[config.mk]
export PLATFORM = sky130hd
export DESIGN_NAME = pirq_top
export DESIGN_NICKNAME = d
export VERILOG_FILES = /design/src/design/pirq_pkg.sv /design/src/design/pirq_route_if.sv /design/src/design/pirq_top.sv /design/src/design/pirq_route.sv
export SDC_FILE = /design/constraint.sdc
export NUM_CORES = 1
export LEC_CHECK = 0
export ABC_AREA = 1
export BUFFER_PORTS_ARGS = -buffer_cell sky130_fd_sc_hd__buf_2
export CORE_AREA = 2 2 70 122
export DETAILED_ROUTE_END_ITERATION = 7
export DIE_AREA = 0 0 72 124
export GPL_TIMING_DRIVEN = 0
export PLACE_DENSITY = 0.66
export SYNTH_ARGS = -nofsm -noshare
export SYNTH_HDL_FRONTEND = slang
export SYNTH_SLANG_ARGS = --single-unit
[constraint.sdc]
create_clock -name core_clk -period 1.9 [get_ports core_clk]
set_input_delay 0.285 -clock core_clk [delete_from_list [all_inputs] [get_ports core_clk]]
set_output_delay 0.285 -clock core_clk [all_outputs]
set_load 0.005 [all_outputs]
[src/design/pirq_pkg.sv]
// Constants and types for the peripheral interrupt pin logic.
// Assumes a 40 MHz core clock and a plain strobe register port.
package pirq_pkg;

  localparam int PIRQ_NCHAN = 2;
  localparam int PIRQ_AW = 8;
  localparam int PIRQ_DW = 32;
  localparam int PIRQ_NSRC = 4;

  // Register offsets (byte addresses)
  localparam logic [7:0] PIRQ_OFS_SRC_EN0 = 8'h00;
  localparam logic [7:0] PIRQ_OFS_MCTL0 = 8'h04;
  localparam logic [7:0] PIRQ_OFS_DESIG0 = 8'h08;
  localparam logic [7:0] PIRQ_OFS_SRC_EN1 = 8'h0c;
  localparam logic [7:0] PIRQ_OFS_MCTL1 = 8'h10;
  localparam logic [7:0] PIRQ_OFS_DESIG1 = 8'h14;
  localparam logic [7:0] PIRQ_OFS_PP_CTRL = 8'h18;
  localparam logic [7:0] PIRQ_OFS_PP_SEL = 8'h1c;
  localparam logic [7:0] PIRQ_OFS_EVT_STAT = 8'h20;
  localparam logic [7:0] PIRQ_OFS_EVT_MASK = 8'h24;
  localparam logic [7:0] PIRQ_OFS_LIVE = 8'h28;

  // Field positions
  localparam int PIRQ_MCTL_OE_BIT = 3;
  localparam int PIRQ_PP_IRQ_EN_BIT = 4;

  // Pending source bit order, also the source enable layout
  localparam int PIRQ_SRC_RX_ERR = 0;
  localparam int PIRQ_SRC_RX_DATA = 1;
  localparam int PIRQ_SRC_TX_EMPTY = 2;
  localparam int PIRQ_SRC_MODEM = 3;

  // Port designations
  localparam logic [1:0] PIRQ_COM1 = 2'h0;
  localparam logic [1:0] PIRQ_COM2 = 2'h1;
  localparam logic [1:0] PIRQ_COM3 = 2'h2;
  localparam logic [1:0] PIRQ_COM4 = 2'h3;

  // Parallel line selection
  localparam logic [1:0] PIRQ_PP_SEL_NONE = 2'h0;
  localparam logic [1:0] PIRQ_PP_SEL_LINE5 = 2'h1;
  localparam logic [1:0] PIRQ_PP_SEL_LINE7 = 2'h2;

  // Event status bits
  localparam int PIRQ_EVT_CH0 = 0;
  localparam int PIRQ_EVT_CH1 = 1;
  localparam int PIRQ_EVT_ACK = 2;
  localparam int PIRQ_EVT_MR = 3;
  localparam int PIRQ_NEVT = 4;

  // Values after reset
  localparam logic [3:0] PIRQ_RST_SRC_EN = 4'h0;
  localparam logic [1:0] PIRQ_RST_DESIG0 = PIRQ_COM1;
  localparam logic [1:0] PIRQ_RST_DESIG1 = PIRQ_COM2;
  localparam logic [1:0] PIRQ_RST_PP_SEL = PIRQ_PP_SEL_NONE;
  localparam logic [3:0] PIRQ_RST_EVT = 4'h0;
  localparam int PIRQ_SYNC_STAGES = 3;
  localparam int PIRQ_RST_STAGES = 2;

  typedef struct packed {
    logic [PIRQ_NCHAN-1:0][PIRQ_NSRC-1:0] src_en;
    logic [PIRQ_NCHAN-1:0] out_en;
    logic [PIRQ_NCHAN-1:0][1:0] desig;
    logic pp_irq_en;
    logic [1:0] pp_sel;
    logic [PIRQ_NEVT-1:0] evt_stat;
    logic [PIRQ_NEVT-1:0] evt_mask;
    logic [PIRQ_SYNC_STAGES-1:0] ack_sync;
    logic ack_level;
    logic [PIRQ_SYNC_STAGES-1:0] mr_sync;
    logic mr_level;
    logic [PIRQ_NCHAN-1:0] line_prev;
    logic pp_out;
    logic pp5_oe;
    logic pp7_oe;
    logic [PIRQ_DW-1:0] rdata;
  } pirq_state_type;

  typedef struct packed {
    logic line3;
    logic line3_oe;
    logic line4;
    logic line4_oe;
    logic [PIRQ_NCHAN-1:0] chan_line;
  } pirq_route_type;

endpackage

[src/design/pirq_route_if.sv]
// Carrier between the top and the serial line router.
// Assumes both ends share core_clk and the synchronised reset.
`timescale 1ns/1ps
interface pirq_route_if;
  logic [pirq_pkg::PIRQ_NCHAN-1:0] req;
  logic [pirq_pkg::PIRQ_NCHAN-1:0] out_en;
  logic [pirq_pkg::PIRQ_NCHAN-1:0][1:0] desig;
  logic line3;
  logic line3_oe;
  logic line4;
  logic line4_oe;
  logic [pirq_pkg::PIRQ_NCHAN-1:0] chan_line;

  modport ctl (
    output req,
    output out_en,
    output desig,
    input line3,
    input line3_oe,
    input line4,
    input line4_oe,
    input chan_line
  );
  modport rte (
    input req,
    input out_en,
    input desig,
    output line3,
    output line3_oe,
    output line4,
    output line4_oe,
    output chan_line
  );
endinterface

[src/design/pirq_top.sv]
// Interrupt pin logic for two serial channels and the parallel port.
// Assumes pending flags from the channel logic on core_clk and a strobe
// register port; acknowledge and master reset arrive from pins.
`timescale 1ns/1ps
module pirq_top (
  // Clock and reset
  input wire logic core_clk,
  input wire logic rstn,
  // Register port
  input wire logic [pirq_pkg::PIRQ_AW-1:0] reg_addr,
  input wire logic [pirq_pkg::PIRQ_DW-1:0] reg_wdata,
  input wire logic reg_wr,
  input wire logic reg_rd,
  output logic [pirq_pkg::PIRQ_DW-1:0] reg_rdata,
  // Pending flags from the serial channels
  input wire logic [pirq_pkg::PIRQ_NCHAN-1:0][pirq_pkg::PIRQ_NSRC-1:0] serial_pending,
  // Pins from outside
  input wire logic master_reset_in,
  input wire logic pp_ack_in,
  // Serial interrupt lines
  output logic irq3_out,
  output logic irq3_oe,
  output logic irq4_out,
  output logic irq4_oe,
  // Parallel interrupt lines
  output logic irq5_out,
  output logic irq5_oe,
  output logic irq7_out,
  output logic irq7_oe,
  // Block interrupt
  output logic blk_irq
);
  import pirq_pkg::*;

  logic [PIRQ_RST_STAGES-1:0] rst_sync_reg;
  logic rst_n;
  pirq_state_type st_reg;
  pirq_state_type st_next;
  pirq_route_if rif ();
  logic [PIRQ_NCHAN-1:0] chan_req;
  logic [PIRQ_NEVT-1:0] evt_set;
  logic [PIRQ_NEVT-1:0] evt_clr;
  logic wr_src0;
  logic wr_src1;

  // Reset release through two flops, assertion stays asynchronous
  always_ff @(posedge core_clk or negedge rstn) begin
    if (!rstn) begin
      rst_sync_reg <= '0;
    end else begin
      rst_sync_reg <= {rst_sync_reg[PIRQ_RST_STAGES-2:0], 1'b1};
    end
  end
  assign rst_n = rst_sync_reg[PIRQ_RST_STAGES-1];

  genvar c;
  generate
    for (c = 0; c < PIRQ_NCHAN; c++) begin : g_req
      // Any enabled pending source keeps the request up
      assign chan_req[c] = |(st_reg.src_en[c] & serial_pending[c]);
    end
  endgenerate

  assign rif.req = chan_req;
  assign rif.out_en = st_reg.out_en;
  assign rif.desig = st_reg.desig;

  pirq_route u_route (
    .core_clk(core_clk),
    .rst_n(rst_n),
    .rif(rif)
  );

  assign wr_src0 = reg_wr && (reg_addr == PIRQ_OFS_SRC_EN0);
  assign wr_src1 = reg_wr && (reg_addr == PIRQ_OFS_SRC_EN1);

  always_comb begin
    st_next = st_reg;
    evt_set = '0;
    evt_clr = '0;

    // Pins pass three flops; a change counts once stages two and three agree
    st_next.ack_sync = {st_reg.ack_sync[1:0], pp_ack_in};
    st_next.mr_sync = {st_reg.mr_sync[1:0], master_reset_in};
    if (st_reg.ack_sync[1] == st_reg.ack_sync[2]) begin
      st_next.ack_level = st_reg.ack_sync[2];
    end
    if (st_reg.mr_sync[1] == st_reg.mr_sync[2]) begin
      st_next.mr_level = st_reg.mr_sync[2];
    end

    // Events
    st_next.line_prev = rif.chan_line;
    evt_set[PIRQ_EVT_CH0] = rif.chan_line[0] && !st_reg.line_prev[0];
    evt_set[PIRQ_EVT_CH1] = rif.chan_line[1] && !st_reg.line_prev[1];
    evt_set[PIRQ_EVT_ACK] = st_next.ack_level && !st_reg.ack_level;
    evt_set[PIRQ_EVT_MR] = st_next.mr_level && !st_reg.mr_level;

    // Register writes
    if (reg_wr) begin
      case (reg_addr)
        PIRQ_OFS_SRC_EN0: begin
          st_next.src_en[0] = reg_wdata[PIRQ_NSRC-1:0];
        end
        PIRQ_OFS_MCTL0: begin
          st_next.out_en[0] = reg_wdata[PIRQ_MCTL_OE_BIT];
        end
        PIRQ_OFS_DESIG0: begin
          st_next.desig[0] = reg_wdata[1:0];
        end
        PIRQ_OFS_SRC_EN1: begin
          st_next.src_en[1] = reg_wdata[PIRQ_NSRC-1:0];
        end
        PIRQ_OFS_MCTL1: begin
          st_next.out_en[1] = reg_wdata[PIRQ_MCTL_OE_BIT];
        end
        PIRQ_OFS_DESIG1: begin
          st_next.desig[1] = reg_wdata[1:0];
        end
        PIRQ_OFS_PP_CTRL: begin
          st_next.pp_irq_en = reg_wdata[PIRQ_PP_IRQ_EN_BIT];
        end
        PIRQ_OFS_PP_SEL: begin
          st_next.pp_sel = reg_wdata[1:0];
        end
        PIRQ_OFS_EVT_STAT: begin
          evt_clr = reg_wdata[PIRQ_NEVT-1:0];
        end
        PIRQ_OFS_EVT_MASK: begin
          st_next.evt_mask = reg_wdata[PIRQ_NEVT-1:0];
        end
        default: begin
        end
      endcase
    end

    // Set beats a same-cycle clear so no event is lost
    st_next.evt_stat = (st_reg.evt_stat & ~evt_clr) | evt_set;

    // Master reset clears enables, so serial lines drop and float
    if (st_reg.mr_level) begin
      st_next.src_en = '0;
      st_next.out_en = '0;
      st_next.desig = {PIRQ_RST_DESIG1, PIRQ_RST_DESIG0};
      st_next.pp_irq_en = 1'b0;
      st_next.pp_sel = PIRQ_RST_PP_SEL;
    end

    // Parallel line follows acknowledge only while enabled
    st_next.pp_out = st_reg.ack_level && st_reg.pp_irq_en;
    st_next.pp5_oe = st_reg.pp_irq_en && (st_reg.pp_sel == PIRQ_PP_SEL_LINE5);
    st_next.pp7_oe = st_reg.pp_irq_en && (st_reg.pp_sel == PIRQ_PP_SEL_LINE7);

    // Read data stand for one cycle only
    st_next.rdata = '0;
    if (reg_rd) begin
      case (reg_addr)
        PIRQ_OFS_SRC_EN0: begin
          st_next.rdata = {28'h0, st_reg.src_en[0]};
        end
        PIRQ_OFS_MCTL0: begin
          st_next.rdata = {28'h0, st_reg.out_en[0], 3'h0};
        end
        PIRQ_OFS_DESIG0: begin
          st_next.rdata = {30'h0, st_reg.desig[0]};
        end
        PIRQ_OFS_SRC_EN1: begin
          st_next.rdata = {28'h0, st_reg.src_en[1]};
        end
        PIRQ_OFS_MCTL1: begin
          st_next.rdata = {28'h0, st_reg.out_en[1], 3'h0};
        end
        PIRQ_OFS_DESIG1: begin
          st_next.rdata = {30'h0, st_reg.desig[1]};
        end
        PIRQ_OFS_PP_CTRL: begin
          st_next.rdata = {27'h0, st_reg.pp_irq_en, 4'h0};
        end
        PIRQ_OFS_PP_SEL: begin
          st_next.rdata = {30'h0, st_reg.pp_sel};
        end
        PIRQ_OFS_EVT_STAT: begin
          st_next.rdata = {28'h0, st_reg.evt_stat};
        end
        PIRQ_OFS_EVT_MASK: begin
          st_next.rdata = {28'h0, st_reg.evt_mask};
        end
        PIRQ_OFS_LIVE: begin
          st_next.rdata = {16'h0, serial_pending[1], serial_pending[0],
            st_reg.mr_level, st_reg.ack_level, rif.chan_line,
            rif.line4, rif.line3, st_reg.pp_out, 1'b0};
        end
        default: begin
          st_next.rdata = '0;
        end
      endcase
    end
  end

  always_ff @(posedge core_clk or negedge rst_n) begin
    if (!rst_n) begin
      st_reg <= '0;
      st_reg.desig[0] <= PIRQ_RST_DESIG0;
      st_reg.desig[1] <= PIRQ_RST_DESIG1;
      st_reg.evt_stat <= PIRQ_RST_EVT;
      st_reg.evt_mask <= PIRQ_RST_EVT;
    end else begin
      st_reg <= st_next;
    end
  end

  assign reg_rdata = st_reg.rdata;
  assign irq3_out = rif.line3;
  assign irq3_oe = rif.line3_oe;
  assign irq4_out = rif.line4;
  assign irq4_oe = rif.line4_oe;
  // Only the selected parallel pin carries the level and drives; the other stays low
  assign irq5_out = st_reg.pp_out && st_reg.pp5_oe;
  assign irq5_oe = st_reg.pp5_oe;
  assign irq7_out = st_reg.pp_out && st_reg.pp7_oe;
  assign irq7_oe = st_reg.pp7_oe;
  assign blk_irq = |(st_reg.evt_stat & st_reg.evt_mask);
endmodule

[src/design/pirq_route.sv]
// Router of serial channel requests onto interrupt lines 3 and 4.
// Assumes requests come from logic on core_clk; outputs are registered.
`timescale 1ns/1ps
module pirq_route (
  // Clock and reset
  input wire logic core_clk,
  input wire logic rst_n,
  // Router side of the carrier
  pirq_route_if.rte rif
);
  import pirq_pkg::*;

  pirq_route_type st_reg;
  pirq_route_type st_next;
  logic [PIRQ_NCHAN-1:0] hit3;
  logic [PIRQ_NCHAN-1:0] hit4;

  genvar c;
  generate
    for (c = 0; c < PIRQ_NCHAN; c++) begin : g_chan
      assign hit3[c] = (rif.desig[c] == PIRQ_COM2) || (rif.desig[c] == PIRQ_COM4);
      assign hit4[c] = (rif.desig[c] == PIRQ_COM1) || (rif.desig[c] == PIRQ_COM3);
    end
  endgenerate

  always_comb begin
    st_next = st_reg;
    // Level follows the request, so it drops once nothing enabled is pending
    st_next.chan_line = rif.req & rif.out_en;
    st_next.line3 = |(hit3 & rif.req & rif.out_en);
    st_next.line4 = |(hit4 & rif.req & rif.out_en);
    // Cleared output enable floats the line
    st_next.line3_oe = |(hit3 & rif.out_en);
    st_next.line4_oe = |(hit4 & rif.out_en);
  end

  always_ff @(posedge core_clk or negedge rst_n) begin
    if (!rst_n) begin
      st_reg <= '0;
    end else begin
      st_reg <= st_next;
    end
  end

  assign rif.line3 = st_reg.line3;
  assign rif.line3_oe = st_reg.line3_oe;
  assign rif.line4 = st_reg.line4;
  assign rif.line4_oe = st_reg.line4_oe;
  assign rif.chan_line = st_reg.chan_line;
endmodule

==> metrics.md, run 1 <==
| Metric | Value |
|---|---|
| Total Nets Final | 500 |
| Slowest-stage cell, CP | dfrtp_1 |
| Multi-input gate area | 0.00117 mm² |
| CTS tree | yes |
| Register area share after synthesis | between 50% and 60% |
| Largest cells by area after synthesis | dfrtp_1 (49%), nand2_1 (13%), buf_4 (7.7%) |
| 1st-pass router iterations | 5 |
| Worst Path Required | 1620 ps |
| Clock skew | 5.43 ps |
| CTS clk-pin slew, worst paths | 50 ps |
| Placer congestion estimate | 0.880 |
| Yosys top cell area share | 49.2% |
| Max reg flops | 26 |
| Die height | approximately 120 µm |
| Peak supply drop | roughly 0.72 mV |
| Crit-path cells | nand2_1 > nand4_1 > buf_2 |
| Top cell type by total area after synthesis | dfrtp_1 |
| Fin. max-slew vios | 0 |
| Min Hold Slack | 61.1 ps |
| Io pins | 95 |
| Fill count | 759 |
| Status | finished, final reports clean |
| Setup TNS | 0 ps |
| Worst rel slew slack | 59.1% |
| Core Region | 0.00791 mm² |
| Share of cells above drive strength 1 | 29.3% |
| Number of buffers created by CTS | 9 |
| CP arrival | about 1100 ps |
| Detailed router's first-iteration violation count | 117 |
| Initial core utilization | 39.3% |
| First-pass GRT wire length | roughly 11,000 µm |
| Vias/cell | ~4.6 |
| Clock sink total | 62 |
| Type of the tightest min-delay check | primary input to flop |
| Register area | 0.00155 mm² |
| Post-synthesis instance area | just over 0.003 mm² |
| DR vias | 2,484 |
| #FFs+latches synth | 62 |
| N_diodes | 0 |
| Part of the cycle the worst path needs | 72.7% |
| Post-CTS Resized | 0 |
| Final ANT Viol Nets | 0 |
| DRC Markers | 0 |
| Port bufs | 51 |
| Pin count of the biggest net entering global routing | 35 |
| Worst slew pin tran | 613 ps |
| PwrDens | 857 mW/mm² |
| CP Launch Type | flop |
| RSZ-0062 raised after global routing | no |
| Die area | ~0.0089 mm² |
| Max cap viols | 0 |
| Die W | 72 µm |
| Cell variety after synth | 33 |
| Post-DP HPWL | ~5700 µm |
| Root Driver | clkbuf_16 |
| Crit path max fanout | 3 |
| Max stage delay on crit path | 420 ps |
| Layout Area Growth over Synthesis | 24.2% |
| WP buf/inv | 1 |
| Leakage | 0.00204 µW |
| Gr usage total | 17.4% |
| Cells after Synth | 367 |
| Family with the most delay on the worst path | flip-flops |
| Antenna violations before repair | 0 |
| Fin crit period | 1380 ps |
| Max Freq | 724 MHz |
| Synth Area per Inst | roughly 8.5 µm² |
| DRT Wirelength | 7040 µm |
| Rows | 43 |
| Final number of hold-violating endpoints | 0 |
| Drt wl/cell | 13.0 µm |
| Crit. End Element | output pin |
| Crit Path Class | flop to output pin |
| Gr ovfl total | 0 |
| Clock buffer depth | 2 |
| Vias in the first global route | 2,401 |
| H-tree lvl count | 3 |
| Clk_lat worst skew | approximately 330 ps |
| Synth warnings | 0 |
| Setup violations, final | 0 |
cell usage in the layout, fill, tap and decap left out, types with 7 or more instances in the layout:
| cell type | instances |
|---|---|
| buf_2 | 52 |
| clkbuf_16 | 9 |
| buf_4 | 32 |
| conb_1 | 17 |
| o21ai_0 | 26 |
| nor2_1 | 32 |
| nor2_4 | 7 |
| inv_1 | 40 |
| nand3_1 | 12 |
| dfrtp_1 | 60 |
| nand2_1 | 105 |
worst register-to-register path: stages (launching register included):
cell	delay, ps
dfrtp_1	410
clkbuf_1	380
nor2_1	180
o21ai_0	190
inv_1	70
metal layers:
layer / vias up / global-route usage [%] / wire, µm / part of all wire [%]
met2: 81 / 31.6 / 3850 / 55
met5: - / 0 / 0 / 0
met3: 27 / 2.67 / 306 / 4.3
li1: 1249 / - / - / -
met4: 0 / 15.7 / 474 / 6.7
met1: 1127 / 16.3 / 2410 / 34
repair_timing:
action / in CTS / in global routing
buffers inserted: 0 / 0
hold buffers: 1 / 0
hold endpoints to repair: 2 / 0
path summary, 6_finish.rpt:
kind,startpoint,endpoint,slack [ps],cells past startpoint
max,st_reg[50],blk_irq,520,3
min,master_reset_in,st_next[39],60,1
max reg2reg,st_reg[37],rif.out_en[0],570,4
min reg2reg,rst_sync_reg[1],u_route.rif.chan_line[1],280,0
max in group asynchronous,rst_sync_reg[1],st_reg[34],1030,1
min in group asynchronous,rstn,rst_sync_reg[1],260,2
kinds of logic (layout without fill, tap and decap cells):
family	Yosys count	in the layout	synth area share, %
buf+inv	81	150	13.9
other cells	2	17	0.242
flops	62	62	50.0
simple gates	178	178	27.7
compound gates	44	44	8.06
cell usage after synthesis:
| cell | number |
|---|---|
| a21oi_1 | 5 |
| a21oi_2 | 1 |
| a22o_1 | 1 |
| buf_2 | 1 |
| buf_4 | 32 |
| buf_6 | 1 |
| clkbuf_1 | 2 |
| clkinv_1 | 1 |
| conb_1 | 2 |
| dfrtp_1 | 61 |
| dfstp_2 | 1 |
| inv_1 | 40 |
| inv_2 | 4 |
| nand2_1 | 105 |
| nand2_2 | 6 |
| nand3_1 | 12 |
| nand3_2 | 1 |
| nand3_4 | 4 |
| nand4_1 | 1 |
| nor2_1 | 32 |
| nor2_2 | 2 |
| nor2_4 | 7 |
| nor2_8 | 1 |
| nor3_1 | 3 |
| nor3_2 | 3 |
| o2111ai_1 | 1 |
| o211ai_1 | 1 |
| o21ai_0 | 26 |
| o21ai_1 | 5 |
| o21ai_4 | 1 |
| o22ai_1 | 2 |
| o31ai_1 | 1 |
| or2_2 | 1 |
metrics by stage:
step	std cells	worst slack, ps	area (µm²)	power (µW)	utilization, %
6_report	541	519	3850	3300	48.7
3_3_place_gp	523	-567	3530	1700	44.6
5_1_grt	541	418	3850	3420	48.7
3_5_place_dp	524	426	3550	1710	44.9
2_1_floorplan	382	47.6	3160	1600	-
4_1_cts	541	503	3850	3340	48.7
final cells by class:
cell class	count	area share, %
Buffer	36	6.85
Multi-Input combinational cell	239	30.5
Inverter	45	4.38
Clock inverter	3	1.17
Clock buffer	13	6.49
Sequential cell	62	40.3
Tap cell	90	2.92
Timing Repair Buffer	53	7.40
where the power goes:
part | internal [µW] | leakage, µW | switching [µW]
clock | 1050 | 0.000136 | 560
combinational | 99.6 | 0.00110 | 170
sequential | 1370 | 0.000809 | 52.9
total | 2520 | 0.00204 | 783
Power figures use the tool's default switching activity.
==> run 2: changes to the inputs <==
==> constraint.sdc (replaced) <==
create_clock -name core_clk -period 1.1 [get_ports core_clk]
set_input_delay 0.165 -clock core_clk [delete_from_list [all_inputs] [get_ports core_clk]]
set_output_delay 0.165 -clock core_clk [all_outputs]
set_load 0.005 [all_outputs]
==> run 2 against run 1 <==
  * The flow now finishes with violations (setup timing)
  * Register-to-register slack worse by 570 ps
  * Flip-flop and latch count stayed put
  * Die area stayed put
  * Via count is 2.5% higher
  * Wire length is 3.7% higher
  * First-iteration DRC count is 17% lower
  * Global-route usage is 0.31 points higher
  * Hold slack better by 11 ps
  * Sequential share of layout area is 1.6 points lower
  * Highest routed layer unchanged
==> metrics.md, run 2 (same netlist as run 1, synthesis figures left out) <==
| Metric | Value |
|---|---|
| Status | complete, but fails checks |
| Failing checks | setup timing |
| Die area | 0.00893 mm² |
| DR vias | 2,547 |
| H-tree lvl count | 3 |
| Seq pwr share | 40.7% |
| Internal | roughly 4700 µW |
| Switch share | 22.3% |
| Logic pwr share | under 10% |
| Fin crit period | roughly 1200 ps |
| Core Region | 0.00791 mm² |
| Placed insts | 523 |
| Clock sink total | 62 |
| Fill count | 743 |
| CP arrival | 1070 ps |
| Worst slack, placed | -333 ps |
| PwrDens | 1520 mW/mm² |
| WP buf/inv | 1 |
| Clk_lat worst skew | between 300 and 400 ps |
| Non-Filler Instances | 541 |
| Slowest-stage cell, CP | dfrtp_1 |
| Max Freq | 811 MHz |
| Worst rel slew slack | approximately half |
| Detailed router's first-iteration violation count | 97 |
| Max stage delay on crit path | between 400 and 500 ps |
| Setup violations, final | 1 |
| Vias/cell | around 4.7 |
| Root Driver | clkbuf_16 |
| Placer congestion estimate | between 0.8 and 0.9 |
| Multi-input gate area | 0.00121 mm² |
| Commonest non-fill, non-tap cell in the layout | nand2_1 |
| Gr ovfl total | 0 |
| Post-DP HPWL | 5610 µm |
| Pin count of the biggest net entering global routing | about 60 |
| Crit-path cells | nand2_1 > nand4_1 > buf_2 |
| Io pins | 95 |
| 1st-pass router iterations | 4 |
| Clock buffer depth | 2 |
| N_diodes | 0 |
| Crit. End Element | output pin |
| Most frequent cells in the layout | nand2_1 (105), dfrtp_1 (60), inv_1 (38), buf_2 (38), buf_4 (31) |
| Initial core utilization | 39.3% |
| CTS tree | yes |
| Psw | 1360 µW |
| Gr usage total | between 15 and 20% |
| Worst slew pin tran | between 700 and 800 ps |
| Die W | slightly above 70 µm |
| Final core occ | 50.8% |
| Crit Path Class | flop to output pin |
| Fin. max-slew vios | 0 |
| Leakage | 0.00207 µW |
| RSZ-0062 raised after global routing | yes |
| Rows | 43 |
| Reg-to-reg slack, setup | 0 ps |
| Clk pwr share | 51.2% |
| Layout Area Growth over Synthesis | 29.5% |
| First-pass GRT wire length | 11,700 µm |
| Drt wl/cell | roughly 13 µm |
| Vias in the first global route | 2,531 |
| Share of cells above drive strength 1 | a little over 30% |
| Pwr Total | around 6100 µW |
| Family with the most delay on the worst path | flip-flops |
| DRC Markers | 0 |
| CP Launch Type | flop |
| Total Nets Final | 500 |
| Worst Path Required | ~940 ps |
| Final number of hold-violating endpoints | 0 |
| Clock skew | 7.89 ps |
| Final worst-path setup slack | -133 ps |
| Crit path max fanout | 2 |
| CTS clk-pin slew, worst paths | roughly 50 ps |
| Part of the cycle the worst path needs | 112% |
| Max cap viols | 0 |
| Type of the tightest min-delay check | primary input to flop |
| Peak supply drop | 0.935 mV |
| Die height | 124 µm |
| Final Cell Area | 0.00402 mm² |
| Number of buffers created by CTS | 9 |
| Antenna violations before repair | 0 |
| Max reg flops | 26 |
| Final ANT Viol Nets | 0 |
| Post-DP Area | 0.00353 mm² |
| Register area | 0.00156 mm² |
| DRT Wirelength | 7300 µm |
| Port bufs | 51 |
-- run 2: cell count changes in the layout (fill, tap and decap cells not counted), moves of 3 or more --
| cell | before | now |
|---|---|---|
| buf_6 | 1 | 16 |
| buf_2 | 52 | 38 |
| nor2_4 | 7 | 10 |
| clkbuf_1 | 5 | 2 |
-- run 2: power by group through the flow --
stage          Combinational [µW]  Clock [µW]  Sequential, µW
2_1_floorplan                 282           0            2480
3_3_place_gp                  421           0            2520
3_5_place_dp                  431           0            2520
4_1_cts                       480        3160            2480
5_1_grt                       548        3280            2500
6_report                      496        3120            2480
-- run 2: repair_timing --
item / 4_1_cts / 5_1_grt
pin swaps: 3 / 2
buffers inserted: 8 / 2
hold buffers: 3 / 0
gates resized for setup: 8 / 24
endpoints found under the hold margin: 4 / 0
endpoints found under the setup margin: 82 / 28
-- run 2: area by class of cell --
class,instances,share of cell area (%)
timing repair buffer,64,11.1
inverter,45,4.20
clock buffer,13,6.72
multi-input combinational,239,30.1
tap,90,2.80
buffer,25,4.70
clock inverter,3,1.62
sequential,62,38.7
-- run 2: per-stage QoR --
stage / hold WS, ps / setup TNS, ps
global placement: -49.8 / -22020
global route: 74.6 / -250
floorplan: -131 / 0
finish: 72.1 / -133
detailed placement: -45.3 / -26240
CTS: 61.9 / -138
-- run 2: path summary, 6_finish.rpt --
kind,from,end,cells after the start
max reg2reg,st_reg[64],u_route.rif.line3,4
min in group asynchronous,rstn,rst_sync_reg[1],2
max in group asynchronous,rst_sync_reg[1],st_next[40],0
min,serial_pending[7],reg_rdata[15],3
max,st_reg[50],blk_irq,3
min reg2reg,st_next[43],st_next[44],0
-- run 2: tightest hold or removal path, cell delays in order --
cell	delay, ps
buf_2	110
nand2_1	60
nor2_1	30
-- run 2: layer usage --
| layer | routed length, µm | GRT usage (%) |
|---|---|---|
| met1 | 2570 | 17.2 |
| met2 | 3920 | 31.5 |
| met3 | 356 | 4.53 |
| met4 | 450 | 13.3 |
| met5 | 0 | 0 |
